--- src/ssp_consts.svh ---
/*
 * Register map, field positions and reset values of the serial shift port.
 * Assumes inclusion by bare name from the package and the design files.
 */
`ifndef SSP_CONSTS_SVH
`define SSP_CONSTS_SVH

// ==========================================================
// Register byte addresses
`define SSP_ADDR_DATA   4'h0
`define SSP_ADDR_CTRL   4'h4
`define SSP_ADDR_STAT   4'h8

// ==========================================================
// Control register fields
`define SSP_CTRL_EN     0
`define SSP_CTRL_MASTER 1
`define SSP_CTRL_WORD16 2
`define SSP_CTRL_EIRD   3
`define SSP_CTRL_EIWR   4
`define SSP_CTRL_EDGE   5
`define SSP_CTRL_IDLE   6
`define SSP_CTRL_EIOV   7
`define SSP_CTRL_DIV_LO 8
`define SSP_CTRL_DIV_HI 14
`define SSP_CTRL_RST    16'h0000

// ==========================================================
// Status register fields
`define SSP_ST_BUSY     0
`define SSP_ST_RBF      1
`define SSP_ST_OVR      2

// ==========================================================
// Word lengths in bits
`define SSP_BITS_BYTE   5'h08
`define SSP_BITS_WORD   5'h10

`endif

--- src/ssp_pkg.sv ---
/*
 * Types shared by the serial shift port design files.
 * Assumes the constants header is on the include path.
 */
package ssp_pkg;
    `include "ssp_consts.svh"

    // Bus word, register word and shifter state.
    typedef logic [31:0] ssp_bus_t;
    typedef logic [15:0] ssp_word_t;
    typedef logic [3:0]  ssp_addr_t;
    typedef enum logic [1:0] {st_idle, st_shift, st_hold} ssp_state_t;
endpackage

--- src/ssp_ctrl.sv ---
/*
 * Serial shift port: control, status, shifter and bus slave.
 * Assumes an Avalon-MM master and pins synchronous to clk.
 */
`timescale 1ns/1ps
`include "ssp_consts.svh"
module ssp_ctrl #(
    parameter int DIV_W = 7
) (
    // Clock and reset.
    input  wire logic               clk,
    input  wire logic               reset_n,
    // Avalon-MM slave.
    input  wire ssp_pkg::ssp_addr_t avs_address,
    input  wire logic               avs_read,
    input  wire logic               avs_write,
    input  wire ssp_pkg::ssp_bus_t  avs_writedata,
    output ssp_pkg::ssp_bus_t       avs_readdata,
    output logic                    avs_waitrequest,
    // Shift clock pin.
    input  wire logic               shift_clock_i,
    output logic                    shift_clock_o,
    output logic                    shift_clock_oe,
    // Chip select, slave mode only.
    input  wire logic               port_chip_select_n,
    // Master data out pin.
    input  wire logic               master_out_slave_in_i,
    output logic                    master_out_slave_in_o,
    output logic                    master_out_slave_in_oe,
    // Master data in pin.
    input  wire logic               master_in_slave_out_i,
    output logic                    master_in_slave_out_o,
    output logic                    master_in_slave_out_oe,
    // Interrupt request.
    output logic                    irq
);
    import ssp_pkg::*;

    // ==========================================================
    // Parameter check
    if (DIV_W != 7) begin : g_bad_div
        $error("ssp_ctrl: divider field must be seven bits");
    end

    // Cut a shifter word down to the selected length.
    function automatic ssp_word_t fit_word(input ssp_word_t w,
                                           input logic wide);
        fit_word = wide ? w : {8'h00, w[7:0]};
    endfunction

    // ==========================================================
    // Declarations
    logic             ack_ff;
    logic             acc_req;
    logic             acc_fire;
    logic             wr_data;
    logic             rd_data;
    logic             wr_ctrl;
    logic             wr_stat;
    ssp_bus_t         rdata_ff;
    ssp_word_t        ctrl_ff;
    ssp_word_t        tx_sh_ff;
    ssp_word_t        rx_sh_ff;
    ssp_word_t        buf_ff;
    ssp_word_t        rx_nxt;
    ssp_word_t        rx_final;
    ssp_state_t       state_ff;
    logic [4:0]       bit_cnt_ff;
    logic [5:0]       edge_cnt_ff;
    logic             busy_ff;
    logic             rbf_ff;
    logic             ovr_ff;
    logic             run_ff;
    logic             sck_prev_ff;
    logic             enable;
    logic             master;
    logic             word16;
    logic             en_rd;
    logic             en_wr;
    logic             edge_alt;
    logic             idle_lvl;
    logic             en_ovr;
    logic [DIV_W-1:0] div;
    logic             gen_sck;
    logic             m_rise;
    logic             m_fall;
    logic             cs_act;
    logic             sck_rise;
    logic             sck_fall;
    logic             samp_edge;
    logic             drv_edge;
    logic             lead_edge;
    logic             din;
    logic             cur_bit;
    logic [4:0]       nbits;
    logic             shifting;
    logic             xfer_end;
    logic             m_start;
    logic             s_start;
    logic             buf_free;

    // ==========================================================
    // Bus slave
    // One wait cycle per access; side effects land on the edge where
    // waitrequest is low, so a held request never acts twice.
    assign acc_req         = avs_read | avs_write;
    assign avs_waitrequest = acc_req & ~ack_ff;
    assign acc_fire        = acc_req & ack_ff;
    assign wr_data = acc_fire & avs_write & (avs_address == `SSP_ADDR_DATA);
    assign rd_data = acc_fire & avs_read & (avs_address == `SSP_ADDR_DATA);
    assign wr_ctrl = acc_fire & avs_write & (avs_address == `SSP_ADDR_CTRL);
    assign wr_stat = acc_fire & avs_write & (avs_address == `SSP_ADDR_STAT);

    // Acknowledge is high for one cycle per access.
    always_ff @(posedge clk) begin
        if (!reset_n) begin
            ack_ff <= 1'b0;
        end else begin
            ack_ff <= acc_req & ~ack_ff;
        end
    end

    // Read data is latched in the wait cycle; unmapped reads give zero.
    always_ff @(posedge clk) begin
        if (!reset_n) begin
            rdata_ff <= '0;
        end else if (avs_read && !ack_ff) begin
            unique case (avs_address)
                `SSP_ADDR_DATA: rdata_ff <= {16'h0000, buf_ff};
                `SSP_ADDR_CTRL: rdata_ff <= {16'h0000, ctrl_ff};
                `SSP_ADDR_STAT: rdata_ff <= {29'h0, ovr_ff, rbf_ff, busy_ff};
                default:        rdata_ff <= '0;
            endcase
        end
    end
    assign avs_readdata = rdata_ff;

    // ==========================================================
    // Control register
    always_ff @(posedge clk) begin
        if (!reset_n) begin
            ctrl_ff <= `SSP_CTRL_RST;
        end else if (wr_ctrl) begin
            ctrl_ff <= avs_writedata[15:0];
        end
    end

    assign enable   = ctrl_ff[`SSP_CTRL_EN];
    assign master   = ctrl_ff[`SSP_CTRL_MASTER];
    assign word16   = ctrl_ff[`SSP_CTRL_WORD16];
    assign en_rd    = ctrl_ff[`SSP_CTRL_EIRD];
    assign en_wr    = ctrl_ff[`SSP_CTRL_EIWR];
    assign edge_alt = ctrl_ff[`SSP_CTRL_EDGE];
    assign idle_lvl = ctrl_ff[`SSP_CTRL_IDLE];
    assign en_ovr   = ctrl_ff[`SSP_CTRL_EIOV];
    assign div      = ctrl_ff[`SSP_CTRL_DIV_HI:`SSP_CTRL_DIV_LO];
    assign nbits    = word16 ? `SSP_BITS_WORD : `SSP_BITS_BYTE;

    // ==========================================================
    // Shift clock and edges
    // The divider only feeds the master generator; a slave takes
    // its edges from the pin and never looks at it.
    ssp_sck_gen #(
        .DIV_W      (DIV_W)
    ) u_sck_gen (
        .clk        (clk),
        .reset_n    (reset_n),
        .run        (run_ff),
        .divider    (div),
        .idle_level (idle_lvl),
        .sck_o      (gen_sck),
        .rise_p     (m_rise),
        .fall_p     (m_fall)
    );

    // Previous pin level for slave edge detection.
    always_ff @(posedge clk) begin
        if (!reset_n) begin
            sck_prev_ff <= shift_clock_i;  // No false edge when the pin idles high.
        end else begin
            sck_prev_ff <= shift_clock_i;
        end
    end

    assign cs_act   = enable & ~master & ~port_chip_select_n;
    assign sck_rise = master ? m_rise : (cs_act & shift_clock_i & ~sck_prev_ff);
    assign sck_fall = master ? m_fall : (cs_act & ~shift_clock_i & sck_prev_ff);
    // Edge roles swap with the edge mode bit.
    assign samp_edge = edge_alt ? sck_fall : sck_rise;
    assign drv_edge  = edge_alt ? sck_rise : sck_fall;
    assign lead_edge = idle_lvl ? sck_fall : sck_rise;

    // ==========================================================
    // Transfer control
    assign shifting = (state_ff == st_shift);
    assign din      = master ? master_in_slave_out_i : master_out_slave_in_i;
    assign rx_nxt   = {rx_sh_ff[14:0], din};
    // A master waits for the clock to return idle; a slave ends on
    // its last sample since the trailing edge may never come.
    assign xfer_end = shifting & (master
                    ? ((m_rise | m_fall) && edge_cnt_ff == {nbits, 1'b0} - 6'd1)
                    : (samp_edge && bit_cnt_ff == nbits - 5'd1));
    assign rx_final = fit_word(master ? rx_sh_ff : rx_nxt, word16);
    assign m_start  = wr_data & enable & master & ~run_ff & ~shifting;
    assign s_start  = lead_edge & cs_act & (state_ff == st_idle);
    assign buf_free = ~rbf_ff | rd_data;

    // Shifter state: idle, shifting, or holding data for the buffer.
    always_ff @(posedge clk) begin
        if (!reset_n) begin
            state_ff <= st_idle;
        end else if (m_start || s_start) begin
            state_ff <= st_shift;
        end else if (!master && port_chip_select_n && shifting) begin
            state_ff <= st_idle;
        end else if (xfer_end) begin
            state_ff <= buf_free ? st_idle : st_hold;
        end else if (rd_data && state_ff == st_hold) begin
            state_ff <= st_idle;
        end
    end

    // Master clock runs for twice the word length in edges.
    always_ff @(posedge clk) begin
        if (!reset_n) begin
            run_ff <= 1'b0;
        end else if (m_start) begin
            run_ff <= 1'b1;
        end else if (xfer_end || !enable || !master) begin
            run_ff <= 1'b0;
        end
    end

    // Edge and sample counters; a deselected slave restarts its count.
    always_ff @(posedge clk) begin
        if (!reset_n) begin
            edge_cnt_ff <= '0;
            bit_cnt_ff  <= '0;
        end else if (m_start || !shifting) begin
            edge_cnt_ff <= '0;
            bit_cnt_ff  <= '0;
        end else begin
            if (m_rise || m_fall) begin
                edge_cnt_ff <= edge_cnt_ff + 6'd1;
            end
            if (samp_edge) begin
                bit_cnt_ff <= bit_cnt_ff + 5'd1;
            end
        end
    end

    // ==========================================================
    // Shift registers
    // The first drive edge only repeats the top bit when it comes
    // before any sample, so shifting waits for one sample.
    always_ff @(posedge clk) begin
        if (!reset_n) begin
            tx_sh_ff <= '0;
        end else if (wr_data && !shifting) begin
            tx_sh_ff <= avs_writedata[15:0];
        end else if (shifting && drv_edge && bit_cnt_ff != 5'd0) begin
            tx_sh_ff <= {tx_sh_ff[14:0], 1'b0};
        end
    end

    // Input bits enter at the bottom on every sample edge while shifting.
    always_ff @(posedge clk) begin
        if (!reset_n) begin
            rx_sh_ff <= '0;
        end else if (shifting && samp_edge) begin
            rx_sh_ff <= rx_nxt;
        end
    end

    // Read buffer loads at the end of a transfer or on reload.
    always_ff @(posedge clk) begin
        if (!reset_n) begin
            buf_ff <= '0;
        end else if (xfer_end && buf_free) begin
            buf_ff <= rx_final;
        end else if (rd_data && state_ff == st_hold) begin
            buf_ff <= fit_word(rx_sh_ff, word16);
        end
    end

    // ==========================================================
    // Status flags
    // Busy sets on start or on a slave data write and clears only once the buffer took the data.
    always_ff @(posedge clk) begin
        if (!reset_n) begin
            busy_ff <= 1'b0;
        end else if (m_start) begin
            busy_ff <= 1'b1;
        end else if (!master && (s_start || (wr_data && enable))) begin
            busy_ff <= 1'b1;
        end else if (xfer_end && buf_free) begin
            busy_ff <= 1'b0;
        end else if (rd_data && state_ff == st_hold) begin
            busy_ff <= 1'b0;
        end
    end

    // Buffer-full: a load wins over a read in the same cycle.
    always_ff @(posedge clk) begin
        if (!reset_n) begin
            rbf_ff <= 1'b0;
        end else if (xfer_end && buf_free) begin
            rbf_ff <= 1'b1;
        end else if (rd_data && state_ff != st_hold) begin
            rbf_ff <= 1'b0;
        end
    end

    // Overrun is sticky; a new overrun beats a write-one clear.
    always_ff @(posedge clk) begin
        if (!reset_n) begin
            ovr_ff <= 1'b0;
        end else if (m_start && rbf_ff && state_ff == st_hold) begin
            ovr_ff <= 1'b1;
        end else if (wr_stat && avs_writedata[`SSP_ST_OVR]) begin
            ovr_ff <= 1'b0;
        end
    end

    // ==========================================================
    // Pins and interrupt
    // Data and clock leave the chip only in the mode that owns them.
    assign cur_bit                = word16 ? tx_sh_ff[15] : tx_sh_ff[7];
    assign shift_clock_o          = gen_sck;
    assign shift_clock_oe         = enable & master;
    assign master_out_slave_in_o  = cur_bit;
    assign master_out_slave_in_oe = enable & master;
    assign master_in_slave_out_o  = cur_bit;
    assign master_in_slave_out_oe = cs_act;

    // Level request, held while any enabled condition stays true; the overrun term counts in master mode only.
    assign irq = (en_rd & rbf_ff)
               | (en_wr & ~busy_ff)
               | (en_ovr & ovr_ff & master);
endmodule

--- src/ssp_sck_gen.sv ---
/*
 * Master shift clock generator: half period of divider plus one clocks.
 * Assumes run is dropped by the caller in the cycle after the last edge.
 */
`timescale 1ns/1ps
module ssp_sck_gen #(
    parameter int DIV_W = 7
) (
    // Clock and reset.
    input  wire logic             clk,
    input  wire logic             reset_n,
    // Control.
    input  wire logic             run,
    input  wire logic [DIV_W-1:0] divider,
    input  wire logic             idle_level,
    // Clock out and edge pulses.
    output logic                  sck_o,
    output logic                  rise_p,
    output logic                  fall_p
);
    logic [DIV_W-1:0] cnt_ff;
    logic             sck_ff;
    logic             tick;

    // ==========================================================
    // Half period counter
    // A tick every divider plus one cycles gives a divisor of twice that.
    assign tick = run & (cnt_ff == divider);

    always_ff @(posedge clk) begin
        if (!reset_n) begin
            cnt_ff <= '0;
        end else if (!run || tick) begin
            cnt_ff <= '0;
        end else begin
            cnt_ff <= cnt_ff + 1'b1;
        end
    end

    // Clock sits at the idle level whenever no transfer runs.
    always_ff @(posedge clk) begin
        if (!reset_n) begin
            sck_ff <= 1'b0;
        end else if (!run) begin
            sck_ff <= idle_level;
        end else if (tick) begin
            sck_ff <= ~sck_ff;
        end
    end

    // Edge pulses mark the cycle in which the clock changes.
    assign sck_o  = sck_ff;
    assign rise_p = tick & ~sck_ff;
    assign fall_p = tick & sck_ff;
endmodule

--- config.mk ---
export PLATFORM = sky130hd
export DESIGN_NAME = ssp_ctrl
export DESIGN_NICKNAME = d
export VERILOG_FILES = /design/src/ssp_pkg.sv /design/src/ssp_ctrl.sv /design/src/ssp_sck_gen.sv
export VERILOG_INCLUDE_DIRS = /design/src
export SDC_FILE = /design/constraint.sdc
export NUM_CORES = 1
export LEC_CHECK = 0
export ABC_AREA = 0
export BUFFER_PORTS_ARGS = -buffer_cell sky130_fd_sc_hd__buf_2
export CAP_MARGIN = 10
export CORE_AREA = 10 10 117 119
export CTS_CLUSTER_SIZE = 25
export DETAILED_ROUTE_END_ITERATION = 6
export DIE_AREA = 0 0 127 129
export PLACE_DENSITY = 0.68
export SLEW_MARGIN = 20
export SYNTH_ARGS = -nofsm -noshare
export SYNTH_HDL_FRONTEND = slang
export SYNTH_SLANG_ARGS = --single-unit
--- constraint.sdc ---
create_clock -name clk -period 3.9 [get_ports clk]
set_input_delay 0.585 -clock clk [delete_from_list [all_inputs] [get_ports clk]]
set_output_delay 0.585 -clock clk [all_outputs]
set_load 0.03 [all_outputs]
-- Word-level counts from Yosys, hierarchy flattened
Index checks and enable logic that the tools add are counted.
- bits of input ports: 44
- flip-flop bits (word level): 123
- output and inout bits: 40
- reductions and logical operators: 43
- bitwise gates (word level): 45
- muxes and demuxes: 34
- $add $sub $neg: 5
- equality and inequality tests: 9
- operators with widths (kind ; count):
    $mux W16 ; 7
    $pmux W16 S3 ; 1
    $and A1 B1 Y1 ; 29
    $mux W1 ; 22
    $logic_and A1 B1 Y1 ; 17
    $reduce_bool A2 Y1 ; 6
    $not A1 Y1 ; 11
    $reduce_bool A4 Y1 ; 2
    $add A7 B1 Y7 const B ; 1
    $eq A7 B7 Y1 ; 1
    $logic_or A1 B1 Y1 ; 7
    $add A6 B1 Y6 const B ; 1
    $eq A6 B6 Y1 ; 1
    $mux W2 ; 3
    $sub A6 B1 Y6 const B ; 1
    $add A5 B1 Y5 const B ; 1
    $eq A5 B5 Y1 ; 1
    $logic_not A1 Y1 ; 5
    $mux W5 ; 1
    $or A1 B1 Y1 ; 5
    $reduce_bool A5 Y1 ; 1
    $sub A5 B1 Y5 const B ; 1
    $eq A4 B3 Y1 const B ; 1
    $eq A4 B4 Y1 const B ; 1
    8 further kinds ; 9

-- Longest topological paths before layout
Gate-level depths: netlist of run 1.
- depth in word-level cells: 14
- mapped depth: 9
- gate-level depth less buffers: 6

-- Modules after synthesis
Synthesis of run 1 repeated with hierarchy kept, for this count alone.
- cells, all modules: 584
- area total of the unflattened synthesis: 5208.7 um^2
- by module, submodules not included (module ; cells each ; sequential area each (um^2) ; area each (um^2) ; times used):
    ssp_ctrl ; 536 ; 1981.9 ; 4768.3 ; 1
    ssp_sck_gen ; 48 ; 160.2 ; 440.4 ; 1

-- Worst setup path after synthesis of run 1
Ideal clock, no wire load.
- path type: input to register
- start point: in port_chip_select_n
- end point: reg tx_sh_ff[0]
- buffers on the path: 1
- stages on the path: 6
- library setup time: 0.134 ns
- slack: 1.408 ns
- arrival: 2.358 ns
- cell sequence: nor3b_4 -> a31oi_1 -> or4_4 -> a211oi_4 -> buf_6 -> o22ai_1
- cells in the longest elaborated chain, start to end: 9
- elaborated cells between the ends (all ways): 12
- ends and longest elaborated chain (item ; line ; RTL):
    start, declared ; ssp_ctrl.sv:25 ; input wire logic port_chip_select_n,
    $not A1 Y1 (*) ; ssp_ctrl.sv:185 ; assign cs_act = enable & ~master & ~port_chip_select_n;
    $and A1 B1 Y1 (*) ; ssp_ctrl.sv:185 ;
    $and A1 B1 Y1 (on tied branches) (2 in series) ; ssp_ctrl.sv:187, ssp_ctrl.sv:186 ;
    $mux W1 (on tied branches) ; ssp_ctrl.sv:187, ssp_ctrl.sv:186 ;
    $mux W1 (*) ; ssp_ctrl.sv:190 ; assign drv_edge = edge_alt ? sck_rise : sck_fall;
    $logic_and A1 B1 Y1 (*) (2 in series) ; ssp_ctrl.sv:261 ; end else if (shifting && drv_edge && bit_cnt_ff != 5'd0) begin
    $reduce_bool A2 Y1 (no line) (*) ; -- ;
    end signal, assigned ; ssp_ctrl.sv:260 ; tx_sh_ff <= avs_writedata[15:0];
    end signal, assigned ; ssp_ctrl.sv:262 ; tx_sh_ff <= {tx_sh_ff[14:0], 1'b0};
    end, declared ; ssp_ctrl.sv:62 ; ssp_word_t tx_sh_ff;
Mark *: on every way between the ends. The rest lies on a longest branch, timed or not.
A chain may end at the register's enable or synchronous reset.

-- Final worst setup path of run 1
- start point: reg ctrl_ff[1]
- end point: reg tx_sh_ff[0]
- cells in the longest elaborated chain, start to end: 10
- elaborated cells between the ends (all ways): 13
- ends and longest elaborated chain (item ; line ; RTL):
    start, declared ; ssp_ctrl.sv:61 ; ssp_word_t ctrl_ff;
    start signal, assigned ; ssp_ctrl.sv:142 ; ctrl_ff <= `SSP_CTRL_RST;
    start signal, assigned ; ssp_ctrl.sv:144 ; ctrl_ff <= avs_writedata[15:0];
    $not A1 Y1 ; ssp_ctrl.sv:185 ;
    $and A1 B1 Y1 (2 in series) ; ssp_ctrl.sv:185 ;
    $and A1 B1 Y1 (on tied branches) (2 in series) ; ssp_ctrl.sv:187, ssp_ctrl.sv:186 ;
    $mux W1 (on tied branches) ; ssp_ctrl.sv:187, ssp_ctrl.sv:186 ;
    $mux W1 (*) ; ssp_ctrl.sv:190 ;
    $logic_and A1 B1 Y1 (*) (2 in series) ; ssp_ctrl.sv:261 ;
    $reduce_bool A2 Y1 (no line) (*) ; -- ;
Marks and branches as above.

==> results_dict.tcl, run 1 <==
set metrics [dict create \
    status "finished clean" \
    dieHeight_microns 129 \
    pwr_density_cell_nw_per_um2 340 \
    grtUsageTotal 0.173 \
    final_antenna_net_count 0 \
    skew_ns 0.00757 \
    avgSynthCellArea_sq_um 8.78 \
    drive_gt1_frac 0.178 \
    fillCellCount 1060 \
    fp-row-count 39 \
    htreeDepth 3 \
    synth_edf_count 0 \
    synthToLayoutAreaGrowth_pct 8.86 \
    ir_drop_mv 0.202 \
    rsz0062_at_grt "false" \
    cts_buffers 9 \
    nets 705 \
    antenna_found_initial 0 \
    register_area_sq_um 2140 \
    core_area_sq_um 11300 \
    cts_tree "done" \
    cts.clk_slew.worst_paths_ns 0.07 \
    syn-cell-area_sq_um 5570 \
    post-cts-setup-buffers 0 \
    pin_count 84 \
    post-route-period-util 0.756 \
    cts_resized 0 \
    tightestPinTransition_ns 0.979 \
    dieArea_sq_um 16400 \
    fmax_ghz 0.339 \
    fin_crit_ns 2.95 \
    start_util 0.492 \
    max_slew_margin 0.338 \
    grt_max_degree 40 \
    place_hpwl_microns 10200 \
    synth-seq-cells 107 \
    dr.first_iter.drc_count 404 \
    leakage_nw 2.03 \
    cp.arrival_ns 3.13 \
    synth_top_cell_area_share 0.385 \
    grt_pass1_wl_microns 23500 \
    yosysUniqueCellTypes 60 \
    drc 0 \
    endpoint_kind "flop" \
    drv_slew 0 \
    dieWidth_microns 127 \
    seq_area_frac_synth 0.385 \
    routedWlPerCell_microns 17.9 \
    grt_overflow_total 0 \
    vias_per_cell 5.99 \
    synthCells 634 \
    synth-async-reset-ratio 0 \
    hold_violations 0 \
    yosys_warnings 0 \
    hold_ws_ns 0.441 \
    worstSetupPathType "reg2reg" \
    clock_tree.buffer_depth 2 \
    vias 4821 \
    clkLatencyLatePin_ns 0.34 \
    firstDrtPassIters 5 \
    grt_pass1_vias 4697 \
    worst_hold_path_type "in2reg" \
    yosys-top-cells-area "dfxtp_1, mux2i_1, nand2_1" \
    hold_buffers 0 \
    cp-start-kind "flop" \
    synth.largest_area_cell "dfxtp_1" \
    cts-root-buf "clkbuf_16" \
    fin_tns_setup_ns 0 \
    gp_congestion 0.817 \
    drt-total-wl_microns 14400 \
    cp_max_fo 16 \
    final_core_util 0.535 \
    setup_viol 0 \
    synth_ff_type "dfxtp_1" \
    port_buffers 51 \
    antenna_cells 0 \
    cts_num_sinks 107 \
    multiInputGateArea_sq_um 3040 \
    crit_required_ns 4.09 \
    maxCapViolations 0 \
]
layer usage:
metal | vias up | global-route usage | wire length (microns)
met5 | - | 0 | 0
met3 | 20 | 0.0271 | 813
li1 | 2320 | - | -
met1 | 2315 | 0.221 | 6460
met2 | 166 | 0.284 | 6880
met4 | 0 | 0.0710 | 271
synth_stat cells (3+ instances only):
cell       count
buf_1          3
mux2_2        15
o221ai_1      15
and3b_1        3
mux2i_1       28
dfxtp_1      107
and2_1         3
nand4_1       10
nor2_1        40
a211oi_2      11
a22o_1         8
nor3_1        20
o21ai_0       13
buf_4         22
nand2_1       71
a211oi_1      14
a31oi_1        4
ha_1           4
inv_1         24
clkbuf_1      28
a21oi_1       35
xnor2_1       14
buf_2          8
nor4_1        11
a2bb2oi_1     16
xor2_1         4
nor3b_1        5
or3_1          4
xnor2_2        3
nand2b_1      12
a22oi_1       14
nand3_1       25
nor2b_1        4
metrics by stage:
| step | total power (W) | std cells | cell area [sq um] | worst slack, ns |
|---|---|---|---|---|
| 2_1_floorplan | 0.00120 | 649 | 5620 | 1.41 |
| 3_3_place_gp | 0.00122 | 789 | 5780 | 1.04 |
| 3_5_place_dp | 0.00122 | 789 | 5780 | 0.954 |
| 4_1_cts | 0.00207 | 805 | 6060 | 0.944 |
| 5_1_grt | 0.00212 | 805 | 6060 | 0.769 |
| 6_report | 0.00206 | 805 | 6060 | 0.951 |
worst paths after layout:
kind / slack [ns] / end / from / cells past startpoint
worst max register to register: 0.95 / tx_sh_ff[0] / ctrl_ff[1] / 5
worst min register to register: 0.47 / tx_sh_ff[1] / tx_sh_ff[0] / 2
worst max-delay path: 0.95 / tx_sh_ff[0] / ctrl_ff[1] / 5
worst min-delay path: 0.44 / sck_prev_ff / shift_clock_i / 1
flip-flops by register name (all words and copies together), names as in the netlist, 2 cells and up:
signal / cells
edge_cnt_ff: 6
ctrl_ff: 16
bit_cnt_ff: 5
buf_ff: 16
rx_sh_ff: 16
state_ff: 2
avs_readdata: 16
tx_sh_ff: 16
u_sck_gen.cnt_ff: 7
layout by cell type, fill, tap and decap left out, drive strengths merged, types with 6 or more instances in the layout:
cell type / instances
a2bb2oi: 16
nand2: 72
a21oi: 36
dfxtp: 107
nor3: 20
nand2b: 12
buf: 61
nor2: 41
conb: 16
a211oi: 26
a22oi: 14
nor4: 12
xnor2: 17
o21ai: 15
mux2i: 28
nor3b: 6
nand4: 11
a22o: 8
inv: 25
clkbuf: 11
mux2: 15
nand3: 25
o221ai: 15
cell families after synthesis:
family                   Yosys count  synth area share
XOR/XNOR                          21            0.0371
flip-flops                       107             0.385
multiplexers                      43            0.0807
AO/OA/AOI/OAI                    144             0.198
adder cells (fa/ha/maj)            4           0.00899
AND/OR/NAND/NOR                  226             0.209
buffers and inverters             88            0.0807
other                              1          0.000674
layout make-up:
class	instances	share of cell area
Timing Repair Buffer	61	0.0545
Multi-Input combinational cell	454	0.501
Clock buffer	11	0.0401
Sequential cell	107	0.354
Tap cell	143	0.0295
Clock inverter	5	0.00620
Inverter	24	0.0149
power breakdown:
group / total (W) / switching, W / internal [W]
combinational: 0.0000999 / 0.0000753 / 0.0000246
sequential: 0.00110 / 0.00000408 / 0.00109
clock: 0.000862 / 0.000409 / 0.000453
worst max-delay path, stage by stage, from the launching register on:
cell and delay (ns):
dfxtp_1 0.74, and2_1 0.25, nand4_1 0.20, or4_4 0.58, a211oi_4 0.81, o22ai_1 0.21
(Power assumes the default switching activity.)
==> run 2, diff against run 1 <==
--- a/config.mk
+++ b/config.mk
@@ -6,13 +6,13 @@
 export SDC_FILE = /design/constraint.sdc
 export NUM_CORES = 1
 export LEC_CHECK = 0
-export ABC_AREA = 0
+export ABC_AREA = 1
 export BUFFER_PORTS_ARGS = -buffer_cell sky130_fd_sc_hd__buf_2
 export CAP_MARGIN = 10
-export CORE_AREA = 10 10 117 119
+export CORE_AREA = 10 10 116 118
 export CTS_CLUSTER_SIZE = 25
 export DETAILED_ROUTE_END_ITERATION = 6
-export DIE_AREA = 0 0 127 129
+export DIE_AREA = 0 0 126 128
 export PLACE_DENSITY = 0.68
 export SLEW_MARGIN = 20
 export SYNTH_ARGS = -nofsm -noshare
==> constraint.sdc (replaced) <==
create_clock -name clk -period 2.8 [get_ports clk]
set_input_delay 0.42 -clock clk [delete_from_list [all_inputs] [get_ports clk]]
set_output_delay 0.42 -clock clk [all_outputs]
set_load 0.03 [all_outputs]
==> run 2 against run 1 <==
  * Clock skew up 0.0013 ns
  * Sequential power rose by 39%
  * Global-route usage fell by 0.42 points
  * Synthesized cell count is 22% higher
  * Sequential share of layout area increased by 0.53 points
  * Register-to-register slack lost 0.61 ns
  * Largest cell class unchanged
==> results_dict.tcl, run 2 <==
set metrics [dict create \
    pwr_density_cell_nw_per_um2 485 \
    synth-async-reset-ratio 0 \
    ys_top_cells_by_count "nand2_1, dfxtp_1, inv_1" \
    fin_area_sq_um 5970 \
    hold_buffers 0 \
    dieHeight_microns 128 \
    synth.largest_area_cell "dfxtp_1" \
    crit_top_cell "nand2_1" \
    tightestPinTransition_ns 0.711 \
    grt_max_degree 61 \
    clock_tree.buffer_depth 2 \
    synthCells 774 \
    cts_resized 0 \
    synth_ff_type "dfxtp_1" \
    fin_crit_ns 2.46 \
    drv_slew 0 \
    clkLatencyLatePin_ns 0.35 \
    skew_ns 0.00890 \
    cts_buffers 9 \
    slowest_stage "nand3_4" \
    fillCellCount 1092 \
    post-cts-setup-buffers 0 \
    grt_overflow_total 0 \
    seq_area_frac_synth 0.392 \
    setup_viol 0 \
    layout_commonest_cell "nand2_1" \
    fmax_ghz 0.407 \
    placed_area_sq_um 5680 \
    syn-cell-area_sq_um 5460 \
    maxCapViolations 0 \
    vias 5044 \
    synth_top_cell_area_share 0.392 \
    cp.arrival_ns 2.74 \
    crit_start "ctrl_ff[1]" \
    critPathMaxStageDelay_ns 0.38 \
    cts_num_sinks 107 \
    register_area_sq_um 2140 \
    cp_max_fo 33 \
    firstDrtPassIters 5 \
    drt-total-wl_microns 13800 \
    gp_congestion 0.879 \
    pin_count 84 \
    reg2regPathDepth 13 \
    dieArea_sq_um 16100 \
    cts.clk_slew.worst_paths_ns 0.07 \
    ff2ff_setup_slack_ns 0.34 \
    max_slew_margin 0.521 \
    multiInputGateArea_sq_um 2720 \
    cts_tree "done" \
    yosysMostFrequentCell "nand2_1" \
    avgSynthCellArea_sq_um 7.06 \
    port_buffers 51 \
    fp-row-count 39 \
    dieWidth_microns 126 \
    rsz0062_at_grt "false" \
    layout_common_cells "nand2_1, dfxtp_1, inv_1" \
    antenna_cells 0 \
    synthToLayoutAreaGrowth_pct 9.23 \
    vias_per_cell 5.27 \
    grt_pass1_wl_microns 22700 \
    cts-root-buf "clkbuf_16" \
    ir_drop_mv 0.371 \
    place_hpwl_microns 10100 \
    final_antenna_net_count 0 \
    grtUsageTotal 0.168 \
    cp_cell_sequence "inv_2 -> nand2_1 -> nor2_2 -> inv_2 -> nor3_2 -> clkinv_1 -> nand3_2 -> nand3_2 -> nand2_4 -> nand3_4 -> nand2_1 -> nand2_1 -> a21oi_1" \
    endpoint_kind "flop" \
    status "finished clean" \
    dr.first_iter.drc_count 459 \
    worstSetupPathType "reg2reg" \
    post-route-period-util 0.878 \
    yosys-top-cells-area "dfxtp_1, nand2_1, a21oi_1" \
    yosys_warnings 0 \
    yosysUniqueCellTypes 41 \
    holdCritStartpoint "shift_clock_i" \
    rr_endpoint "buf_ff[12]" \
    rr_startpoint "ctrl_ff[1]" \
    drc 0 \
    nets 857 \
    synth_edf_count 0 \
    fin_tns_setup_ns 0 \
    cp-start-kind "flop" \
    drive_gt1_frac 0.161 \
    routedWlPerCell_microns 14.4 \
    start_util 0.487 \
    crit_required_ns 3.08 \
    crit_path_end "buf_ff[12]" \
    worst_hold_path_type "in2reg" \
    grt_pass1_vias 4681 \
    hold_violations 0 \
    antenna_found_initial 0 \
    htreeDepth 3 \
    core_area_sq_um 11200 \
    leakage_nw 2.28 \
    synth-seq-cells 107 \
]
## run 2: changes by cell type after synthesis, sizes merged, moves of 14 or more
cell	delta
nand2	+141
inv	+52
o21ai	+52
a21oi	+42
nand3	+39
mux2i	-28
a211oi	-26
a2bb2oi	-16
mux2	-15
o221ai	-15
xnor2	-15
a22oi	-14
## run 2: critical path, delay by kind of cell, from the launching register on
| kind | cells | cell delay (ns) |
|---|---|---|
| buffers and inverters | 3 | 0.44 |
| and+or+nand+nor | 9 | 1.47 |
| AOI/OAI and AO/OA | 1 | 0.13 |
| DFF | 1 | 0.32 |
## run 2: how the worst min path moves through the flow
stage,cells after the start,slack (ns),endpoint
4_1_cts,1,0.18,sck_prev_ff
3_3_place_gp,2,0.45,avs_readdata[8]
5_1_grt,1,0.18,sck_prev_ff
3_5_place_dp,2,0.46,avs_readdata[9]
6_report,1,0.19,sck_prev_ff
2_1_floorplan,2,0.42,ctrl_ff[15]
## run 2: cell families after synthesis
family | after synthesis | share of synthesized area
AOI/OAI and AO/OA | 160 | 0.160
xor gates and xnor gates | 7 | 0.0112
adders and majority gates | 4 | 0.00916
buffers and inverters | 132 | 0.120
DFF | 107 | 0.392
other | 1 | 0.000686
and+or+nand+nor | 363 | 0.307
## run 2: routing by layer
layer  vias up  GRT usage  share of wire
met4         0     0.0663          0.025
met2       158      0.266           0.45
met5         -          0              0
li1       2559          -              -
met3        22     0.0451          0.073
met1      2305      0.215           0.45
## run 2: final cells by class
type | instances | share of cell area
clock buffers | 11 | 0.0407
flip-flops and latches | 107 | 0.359
inverters | 78 | 0.0491
repair buffers | 63 | 0.0579
clock inverters | 5 | 0.00713
well taps | 143 | 0.0300
multi-input cells | 550 | 0.456
## run 2: stage by stage
| step | hold WS [ns] | setup WS, ns | power, W | std cells | util |
|---|---|---|---|---|---|
| 3_3_place_gp | 0.450 | 0.422 | 0.00171 | 941 | 0.506 |
| 5_1_grt | 0.180 | 0.0194 | 0.00300 | 957 | 0.532 |
| 2_1_floorplan | 0.425 | 0.816 | 0.00168 | 789 | - |
| 6_report | 0.186 | 0.342 | 0.00290 | 957 | 0.532 |
| 4_1_cts | 0.179 | 0.334 | 0.00292 | 957 | 0.532 |
| 3_5_place_dp | 0.456 | 0.358 | 0.00171 | 941 | 0.506 |
## run 2: report_power, final
part / internal, W / total (W) / switching [W] / leakage [nW]
logic: 0.0000339 / 0.000142 / 0.000108 / 1.28
registers: 0.00153 / 0.00153 / 0.00000488 / 0.862
clock network: 0.000640 / 0.00122 / 0.000584 / 0.137
total: 0.00220 / 0.00290 / 0.000697 / 2.28
